--- config.mk ---
export PLATFORM = sky130hd
export DESIGN_NAME = pad_decoder
export DESIGN_NICKNAME = d
export VERILOG_FILES = /design/src/rtl/pad_pkg.sv /design/src/rtl/pad_sel_if.sv /design/src/rtl/pad_decoder.sv /design/src/rtl/pad_region_dec.sv
export SDC_FILE = /design/constraint.sdc
export NUM_CORES = 1
export LEC_CHECK = 0
export BUFFER_PORTS_ARGS = -buffer_cell sky130_fd_sc_hd__buf_2
export CAP_MARGIN = 10
export CORE_ASPECT_RATIO = 2
export CORE_MARGIN = 2
export CORE_UTILIZATION = 46
export CTS_BUF_LIST = sky130_fd_sc_hd__clkbuf_8 sky130_fd_sc_hd__clkbuf_16
export DETAILED_ROUTE_END_ITERATION = 10
export GPL_TIMING_DRIVEN = 0
export PLACE_DENSITY = 0.77
export SETUP_SLACK_MARGIN = 0.02
export SLEW_MARGIN = 10
export SYNTH_ARGS = -nofsm -noshare
export SYNTH_HDL_FRONTEND = slang
export SYNTH_SLANG_ARGS = --single-unit
--- constraint.sdc ---
create_clock -name mclk -period 0.8 [get_ports mclk]
set_input_delay 0.16 -clock mclk [delete_from_list [all_inputs] [get_ports mclk]]
set_output_delay 0.16 -clock mclk [all_outputs]
set_load 0.1 [all_outputs]
--- src/rtl/pad_pkg.sv ---
// Purpose: Constants for the peripheral address decoder
// Assumes: 32-bit byte addresses, 200 MHz mclk
// Notes: Slot counts follow from region and slot sizes
package pad_pkg;
    localparam int unsigned PAD_AW = 32;
    localparam int unsigned PAD_DW = 32;
    localparam int unsigned PAD_SLOT_BITS = 14;
    localparam int unsigned PAD_REGION_BITS = 21;
    localparam int unsigned PAD_NSLOT = 128;
    localparam int unsigned PAD_SW = 7;
    localparam logic [10:0] PAD_AHB_BASE = 11'h7FF;
    localparam logic [10:0] PAD_SLOW_BASE = 11'h700;
    localparam logic [PAD_SW-1:0] PAD_IRQC_SLOT = 7'h7F;
    localparam logic [3:0] PAD_LOCAL_TOP = 4'hE;
endpackage : pad_pkg

--- src/rtl/pad_sel_if.sv ---
`timescale 1ns/100ps
// Purpose: Carries one decoded access between decoder stages
// Assumes: Single clock domain
// Notes: None
interface pad_sel_if;
    import pad_pkg::*;
    logic hit;
    logic [PAD_SW-1:0] slot;
    modport src (output hit, output slot);
    modport dst (input hit, input slot);
endinterface : pad_sel_if

--- src/rtl/pad_decoder.sv ---
`timescale 1ns/100ps
// Purpose: Top-level peripheral address decoder with registered selects
// Assumes: Core issues addr/valid/write on mclk; one cycle decode latency
// Notes: Data passes through registered, byte order untouched (little-endian)
module pad_decoder
    import pad_pkg::*;
(
    input wire logic mclk,
    input wire logic rst_n,
    input wire logic clk_en,
    input wire logic req_valid,
    input wire logic [PAD_AW-1:0] req_addr,
    input wire logic req_write,
    input wire logic [PAD_DW-1:0] req_wdata,
    input wire logic [3:0] req_be,
    output logic ahb_sel_q,
    output logic [PAD_NSLOT-1:0] ahb_slot_sel_q,
    output logic irqc_sel_q,
    output logic slow_sel_q,
    output logic [PAD_NSLOT-1:0] slow_slot_sel_q,
    output logic local_sel_q,
    output logic unmapped_q,
    output logic [PAD_AW-1:0] fwd_addr_q,
    output logic fwd_write_q,
    output logic [PAD_DW-1:0] fwd_wdata_q,
    output logic [3:0] fwd_be_q
);
    // ****************************************
    // Region decode
    // ****************************************
    pad_sel_if ahb_if ();
    pad_sel_if slow_if ();

    pad_region_dec #(.BASE(PAD_AHB_BASE)) u_ahb_dec (
        .addr(req_addr),
        .valid(req_valid),
        .sel(ahb_if.src)
    );
    pad_region_dec #(.BASE(PAD_SLOW_BASE)) u_slow_dec (
        .addr(req_addr),
        .valid(req_valid),
        .sel(slow_if.src)
    );

    logic local_hit;
    logic irqc_hit;
    logic unmapped_hit;
    logic [PAD_NSLOT-1:0] ahb_slot_d;
    logic [PAD_NSLOT-1:0] slow_slot_d;

    // Memory space below the peripheral area goes out on the local bus
    assign local_hit = req_valid && (req_addr[PAD_AW-1:PAD_AW-4] < PAD_LOCAL_TOP);
    // The interrupt controller sits in the top fast bus slot, one of 128 decoded there
    assign irqc_hit = ahb_if.hit && (ahb_if.slot == PAD_IRQC_SLOT);
    // A valid access that no region claims is flagged and routed nowhere
    assign unmapped_hit = req_valid && !ahb_if.hit && !slow_if.hit && !local_hit;

    always_comb
    begin
        ahb_slot_d = '0;
        slow_slot_d = '0;
        if (ahb_if.hit)
        begin
            ahb_slot_d[ahb_if.slot] = 1'b1;
        end
        if (slow_if.hit)
        begin
            slow_slot_d[slow_if.slot] = 1'b1;
        end
    end

    // ****************************************
    // Registered fast bus selects
    // ****************************************
    always_ff @(posedge mclk or negedge rst_n)
    begin
        if (!rst_n)
        begin
            ahb_sel_q <= 1'b0;
            ahb_slot_sel_q <= '0;
            irqc_sel_q <= 1'b0;
        end
        else if (clk_en)
        begin
            ahb_sel_q <= ahb_if.hit;
            ahb_slot_sel_q <= ahb_slot_d;
            irqc_sel_q <= irqc_hit;
        end
    end

    // ****************************************
    // Registered slow bus selects
    // ****************************************
    always_ff @(posedge mclk or negedge rst_n)
    begin
        if (!rst_n)
        begin
            slow_sel_q <= 1'b0;
            slow_slot_sel_q <= '0;
        end
        else if (clk_en)
        begin
            slow_sel_q <= slow_if.hit;
            slow_slot_sel_q <= slow_slot_d;
        end
    end

    // ****************************************
    // Registered local bus and unmapped flags
    // ****************************************
    always_ff @(posedge mclk or negedge rst_n)
    begin
        if (!rst_n)
        begin
            local_sel_q <= 1'b0;
            unmapped_q <= 1'b0;
        end
        else if (clk_en)
        begin
            local_sel_q <= local_hit;
            unmapped_q <= unmapped_hit;
        end
    end

    // ****************************************
    // Forwarded access
    // ****************************************
    always_ff @(posedge mclk or negedge rst_n)
    begin
        if (!rst_n)
        begin
            fwd_addr_q <= '0;
            fwd_write_q <= 1'b0;
            fwd_wdata_q <= '0;
            fwd_be_q <= 4'h0;
        end
        else if (clk_en)
        begin
            fwd_addr_q <= req_addr;
            fwd_write_q <= req_valid && req_write;
            // Lane 0 carries the lowest byte address, no swapping
            fwd_wdata_q <= req_wdata;
            fwd_be_q <= req_valid ? req_be : 4'h0;
        end
    end

    // ****************************************
    // Checks on the fast bus region
    // ****************************************
    a_ahb_top_region: assert property (@(posedge mclk) disable iff (!rst_n)
        clk_en && req_valid && (req_addr[PAD_AW-1:PAD_REGION_BITS] == PAD_AHB_BASE) |=> ahb_sel_q)
        else $error("top region access not selected");

    a_ahb_onehot_slot: assert property (@(posedge mclk) disable iff (!rst_n)
        ahb_sel_q == (ahb_slot_sel_q != '0) && $onehot0(ahb_slot_sel_q))
        else $error("fast slot select not one-hot");

    a_ahb_slot_index: assert property (@(posedge mclk) disable iff (!rst_n)
        clk_en && req_valid && (req_addr[PAD_AW-1:PAD_REGION_BITS] == PAD_AHB_BASE)
        |=> ahb_slot_sel_q[$past(req_addr[PAD_REGION_BITS-1:PAD_SLOT_BITS])])
        else $error("wrong fast slot selected");

    a_ahb_region_only: assert property (@(posedge mclk) disable iff (!rst_n)
        clk_en && !(req_valid && (req_addr[PAD_AW-1:PAD_REGION_BITS] == PAD_AHB_BASE)) |=> !ahb_sel_q)
        else $error("fast region selected outside its range");

    a_irqc_only_fast: assert property (@(posedge mclk) disable iff (!rst_n)
        irqc_sel_q == ahb_slot_sel_q[PAD_IRQC_SLOT])
        else $error("interrupt controller select mismatch");

    a_irqc_top_slot: assert property (@(posedge mclk) disable iff (!rst_n)
        clk_en && req_valid && (req_addr[PAD_AW-1:PAD_SLOT_BITS] == {PAD_AHB_BASE, PAD_IRQC_SLOT}) |=> irqc_sel_q)
        else $error("interrupt controller slot not selected");

    // ****************************************
    // Checks on the slow bus region
    // ****************************************
    a_slow_region_hit: assert property (@(posedge mclk) disable iff (!rst_n)
        clk_en && req_valid && (req_addr[PAD_AW-1:PAD_REGION_BITS] == PAD_SLOW_BASE)
        |=> slow_sel_q && !ahb_sel_q)
        else $error("slow region access not selected");

    a_slow_onehot_slot: assert property (@(posedge mclk) disable iff (!rst_n)
        slow_sel_q == (slow_slot_sel_q != '0) && $onehot0(slow_slot_sel_q))
        else $error("slow slot select not one-hot");

    a_slow_slot_index: assert property (@(posedge mclk) disable iff (!rst_n)
        clk_en && req_valid && (req_addr[PAD_AW-1:PAD_REGION_BITS] == PAD_SLOW_BASE)
        |=> slow_slot_sel_q[$past(req_addr[PAD_REGION_BITS-1:PAD_SLOT_BITS])])
        else $error("wrong slow slot selected");

    a_slow_region_only: assert property (@(posedge mclk) disable iff (!rst_n)
        clk_en && !(req_valid && (req_addr[PAD_AW-1:PAD_REGION_BITS] == PAD_SLOW_BASE)) |=> !slow_sel_q)
        else $error("slow region selected outside its range");

    a_bridge_pass: assert property (@(posedge mclk) disable iff (!rst_n)
        slow_sel_q |-> fwd_addr_q[PAD_AW-1:PAD_REGION_BITS] == PAD_SLOW_BASE)
        else $error("bridge passed wrong address");

    // ****************************************
    // Checks on local bus, data lanes and unmapped space
    // ****************************************
    a_local_region: assert property (@(posedge mclk) disable iff (!rst_n)
        clk_en && req_valid && (req_addr[PAD_AW-1:PAD_AW-4] < PAD_LOCAL_TOP) |=> local_sel_q)
        else $error("memory access not sent to local bus");

    a_local_not_fast: assert property (@(posedge mclk) disable iff (!rst_n)
        local_sel_q |-> !ahb_sel_q && !slow_sel_q)
        else $error("memory access reached peripheral bus");

    a_data_order: assert property (@(posedge mclk) disable iff (!rst_n)
        clk_en |=> fwd_wdata_q == $past(req_wdata))
        else $error("byte lane order changed");

    a_lane_enables: assert property (@(posedge mclk) disable iff (!rst_n)
        clk_en |=> fwd_be_q == ($past(req_valid) ? $past(req_be) : 4'h0))
        else $error("byte enables not passed per lane");

    a_unmapped_flag: assert property (@(posedge mclk) disable iff (!rst_n)
        clk_en && req_valid && (req_addr[PAD_AW-1:PAD_AW-4] >= PAD_LOCAL_TOP)
        && (req_addr[PAD_AW-1:PAD_REGION_BITS] != PAD_AHB_BASE)
        && (req_addr[PAD_AW-1:PAD_REGION_BITS] != PAD_SLOW_BASE) |=> unmapped_q)
        else $error("unmapped access not flagged");

    a_unmapped_quiet: assert property (@(posedge mclk) disable iff (!rst_n)
        unmapped_q |-> !ahb_sel_q && !slow_sel_q && !local_sel_q && ahb_slot_sel_q == '0
        && slow_slot_sel_q == '0)
        else $error("select raised for unmapped address");
endmodule : pad_decoder

--- src/rtl/pad_region_dec.sv ---
`timescale 1ns/100ps
// Purpose: Region match and slot index extraction for one peripheral region
// Assumes: Combinational, address stable for the cycle
// Notes: Instantiated once per region
module pad_region_dec
    import pad_pkg::*;
#(
    parameter logic [10:0] BASE = 11'h000
)
(
    input wire logic [PAD_AW-1:0] addr,
    input wire logic valid,
    pad_sel_if.src sel
);
    assign sel.hit = valid && (addr[PAD_AW-1:PAD_REGION_BITS] == BASE);
    assign sel.slot = addr[PAD_REGION_BITS-1:PAD_SLOT_BITS];
endmodule : pad_region_dec

==> results.tsv, run 1 <==
metric	value	unit
synth_cell_types	31	
htreeDepth	1	
syn-mean-instance-area	14.7	µm²
syn_area	12300	µm²
stop_stage	clock tree synthesis (4_1_cts)	
ys_seq_elements	330	
clock_sink_count	330	
yosysTopAreaCell	dfrtp_1	
clockBufferDepth	3	
error_message	[ERROR DPL-0033] detailed placement checks failed during check placement.	
post_cts_buffers	168	
die-width	120	µm
dp.final_hpwl	29.5	mm
cts_made_buffers	28	
cts-resized-gates	1636	
synth_nets	914	
gp_congestion	0.832	
initial_core_util	0.468	
num_rows	84	
io_buffer_count	398	
yosysSeqAreaShare	0.669	
cts-root-buf	clkbuf_16	
ctsHoldBuffers	68	
outcome	did not finish	
die_h	236	µm
io_pins	403	
synth_top_area_frac	0.669	
netlist_instances	841	
netlist_top_cells_area	dfrtp_1 (67%), o2bb2ai_1 (18%), mux2_2 (5.8%)	
yosysWarnings	0	
kinds of logic after synthesis:
logic type | count (synthesis) | share of synthesized area
AOI/OAI and AO/OA | 266 | 0.187
buffers and inverters | 84 | 0.0302
muxes | 64 | 0.0584
DFF | 330 | 0.669
and+or+nand+nor | 97 | 0.0549
cells in the mapped netlist:
master     count
nand4b_1       4
buf_4          3
o21ai_0        5
nand3_1       31
inv_1          5
nor4_1         1
o2bb2ai_1    259
nand4_1       15
a32o_1         2
nor2_2         1
nor4b_4        1
and3b_1        2
nand2_1       16
nor4_4         1
nor3b_1        1
nand4_2        2
nand3b_1       1
mux2_2        64
and4b_1        3
clkbuf_1      45
buf_6          2
nor2b_1        5
and3_1         2
dfrtp_1      330
buf_1          3
buf_2         25
nand4_4        4
inv_2          1
and4bb_2       1
nor2_1         1
and4_1         5
through the flow:
step | cell area, µm² | std cells | setup TNS [ns] | worst slack (ns)
3_3_place_gp | 16000 | 1583 | -2604.33 | -7.50
3_5_place_dp | 16100 | 1585 | -413.55 | -1.01
2_1_floorplan | 13600 | 841 | -90.16 | -0.319
==> inputs of run 2 (changes only) <==
--- a/config.mk
+++ b/config.mk
@@ -7,14 +7,11 @@
 export LEC_CHECK = 0
 export BUFFER_PORTS_ARGS = -buffer_cell sky130_fd_sc_hd__buf_2
 export CAP_MARGIN = 10
-export CORE_ASPECT_RATIO = 2
 export CORE_MARGIN = 2
-export CORE_UTILIZATION = 46
-export CTS_BUF_LIST = sky130_fd_sc_hd__clkbuf_8 sky130_fd_sc_hd__clkbuf_16
+export CORE_UTILIZATION = 40
 export DETAILED_ROUTE_END_ITERATION = 10
 export GPL_TIMING_DRIVEN = 0
-export PLACE_DENSITY = 0.77
-export SETUP_SLACK_MARGIN = 0.02
+export PLACE_DENSITY_LB_ADDON = 0.15
 export SLEW_MARGIN = 10
 export SYNTH_ARGS = -nofsm -noshare
 export SYNTH_HDL_FRONTEND = slang
==> constraint.sdc (replaced) <==
create_clock -name mclk -period 1 [get_ports mclk]
set_input_delay 0.2 -clock mclk [delete_from_list [all_inputs] [get_ports mclk]]
set_output_delay 0.2 -clock mclk [all_outputs]
set_load 0.1 [all_outputs]
==> run 2 against run 1 <==
Against the previous run: the flow now finishes, with violations (hold timing, setup timing); synthesized cell count is the same; area after synthesis is the same.
==> results.tsv, run 2 <==
metric	value	unit
dp.final_hpwl	27.9	mm
initial_core_util	0.405	
cts_tree	yes	
outcome	complete, but fails checks	
cts-root-buf	clkbuf_16	
yosysTopAreaCell	dfrtp_1	
io_buffer_count	398	
drive_gt1_frac	0.763	
fin_tns_setup	-111.28	ns
drc_errors	0	
vias_per_cell	5.80	
netlist_top_cells_area	dfrtp_1 (67%), o2bb2ai_1 (18%), mux2_2 (5.8%)	
netlist_instances	841	
p_per_area	1300	nW/µm²
synth_common_cells	dfrtp_1 (330), o2bb2ai_1 (259), mux2_2 (64)	
final_util	0.831	
fmax	0.710	GHz
cp_slowest_cell	dfrtp_1	
violations	hold timing, setup timing	
synth.most_common_cell	dfrtp_1	
drtIter0Drc	906	
finalWorstSetupSlack	-0.409	ns
synth-xor-area-share	0	
dr.pass1.iters	5	
layout.nets	1639	
worst_pin_slew	0.593	ns
antenna_found_initial	1	
ys_seq_elements	330	
gr-total-overflow	0	
die_area	32300	µm²
syn-mean-instance-area	14.7	µm²
max_cap_viol_count	0	
grt_max_degree	99	
setup_viol	391	
mostFrequentLayoutCells	buf_12 (340), buf_4 (217), dfrtp_2 (168), o2bb2ai_1 (142), o2bb2ai_2 (104)	
rsz0062_at_grt	true	
io_pins	403	
slowest_delay	0.47	ns
start_kind	flip-flop	
synth_fa_ha_area_frac	0	
top_regs	ahb_slot_sel_q (128), slow_slot_sel_q (128)	
synth_nets	914	
synth-simple-area-share	0.0549	
ctsHoldBuffers	62	
clock_sink_count	330	
syn_area	12300	µm²
worstPathRequired	0.80	ns
path_clk_slew	0.07	ns
synthArstFlopShare	1.00	
synth_top_family_by_area	compound AO/OA/AOI/OAI gates	
synth_edf_count	0	
leakagePower	0.0107	µW
fin_crit	1.41	ns
end_kind	primary output	
die_h	180	µm
fin_skew	0	ns
htreeDepth	2	
synth_top_area_frac	0.669	
path_cells	buf_12	
clk_latency	0.52	ns
die-width	180	µm
final_hold_viol_count	74	
core	30500	µm²
crit_fanout	2	
synth-compound-area-share	0.187	
hp-class	in2async	
area_delta_synth_final	105	%
synth_cell_types	31	
num_rows	64	
routed_wl	57.8	mm
clockBufferDepth	3	
crit_type	reg2out	
arrival	1.21	ns
period_share	1.41	
yosysSeqAreaShare	0.669	
hold_slack	-0.413	ns
max_slew_margin	0.605	
peakVddDrop	1360	µV
worst-path-buf-inv	1	
synthMuxAreaShare	0.0584	
cts_made_buffers	37	
wl_per_cell	29.1	µm
mostFrequentLayoutCell	buf_12	
via_count	11500	
ant_nets	0	
grt_pass1_wl	76.9	mm
synth_ff_type	dfrtp_1	
track_usage	0.308	
grt_pass1_vias	11900	
cpLargestDelayFamily	flip-flops	
gp_congestion	0.768	
yosysWarnings	0	
drv_slew	0	
-- run 2: cell counts after synthesis --
No cell type changed its count.
-- run 2: layout make-up --
class	instances	area, µm²
fill	1263	5150
timing repair buffer	686	9430
multi-input combinational	427	4790
inverter	6	22.5
antenna	2	5.00
clock buffer	57	1090
tap	396	495
clock inverter	6	55.1
sequential	330	8700
buffer	78	757
-- run 2: worst paths after layout --
path                       depth (start not counted)                              from  slack [ns]                               to
hold reg to reg                                    1    ahb_slot_sel_q[26]$_DFFE_PN0P_        0.52   ahb_slot_sel_q[26]$_DFFE_PN0P_
max in group asynchronous                          3                             rst_n        0.17   ahb_slot_sel_q[41]$_DFFE_PN0P_
setup reg to reg                                   2         fwd_addr_q[4]$_DFFE_PN0P_       -0.02        fwd_addr_q[4]$_DFFE_PN0P_
setup / recovery                                   1  slow_slot_sel_q[102]$_DFFE_PN0P_       -0.41             slow_slot_sel_q[102]
hold / removal                                     1                             rst_n       -0.41  slow_slot_sel_q[70]$_DFFE_PN0P_
min in group mclk                                  2                      req_addr[28]        0.03       fwd_addr_q[28]$_DFFE_PN0P_
-- run 2: through the flow --
| stage | hold slack (ns) | power [µW] | cells | setup slack, ns | area [µm²] |
|---|---|---|---|---|---|
| 2_1_floorplan | -0.0956 | 17100 | 841 | -0.155 | 13400 |
| 3_3_place_gp | 0.431 | 18000 | 1635 | -7.81 | 15900 |
| 3_5_place_dp | 0.205 | 18100 | 1638 | -0.738 | 16000 |
| 4_1_cts | -0.331 | 32300 | 1890 | -0.404 | 23500 |
| 5_1_grt | -0.390 | 33700 | 1987 | -0.414 | 25400 |
| 6_report | -0.413 | 32900 | 1988 | -0.409 | 25400 |
-- run 2: cell families (layout without fill, tap and decap cells) --
kind of cell | count (synthesis) | in the layout
flops | 330 | 330
mux | 64 | 64
buf+inv | 84 | 833
other cells | 0 | 2
simple gates | 97 | 97
compound gates | 266 | 266
-- run 2: repair_timing --
action / CTS / global route
endpoints found under the hold margin: 129 / 67
endpoints found under the setup margin: 550 / 616
cloned: 0 / 4
pin swaps: 6 / 21
gates resized for setup: 1301 / 228
buffers inserted: 127 / 92
-- run 2: worst reg2reg max path, stage by stage, from the launching register on --
cell,delay (ns)
dfrtp_4,0.49
buf_4,0.15
mux2_2,0.26
-- run 2: power breakdown --
group          internal, µW  switching (µW)
clock network          7740            5670
logic                  1870            3460
registers             13800             342
total                 23400            9470
-- run 2: layer usage --
layer	routed length [µm]	GRT usage	up-vias
li1	-	-	4703
met1	21200	0.376	5978
met2	29200	0.517	683
met3	4390	0.0782	173
met4	2990	0.138	0
met5	0	0	-
No activity file was read; power rests on OpenSTA's default activity.
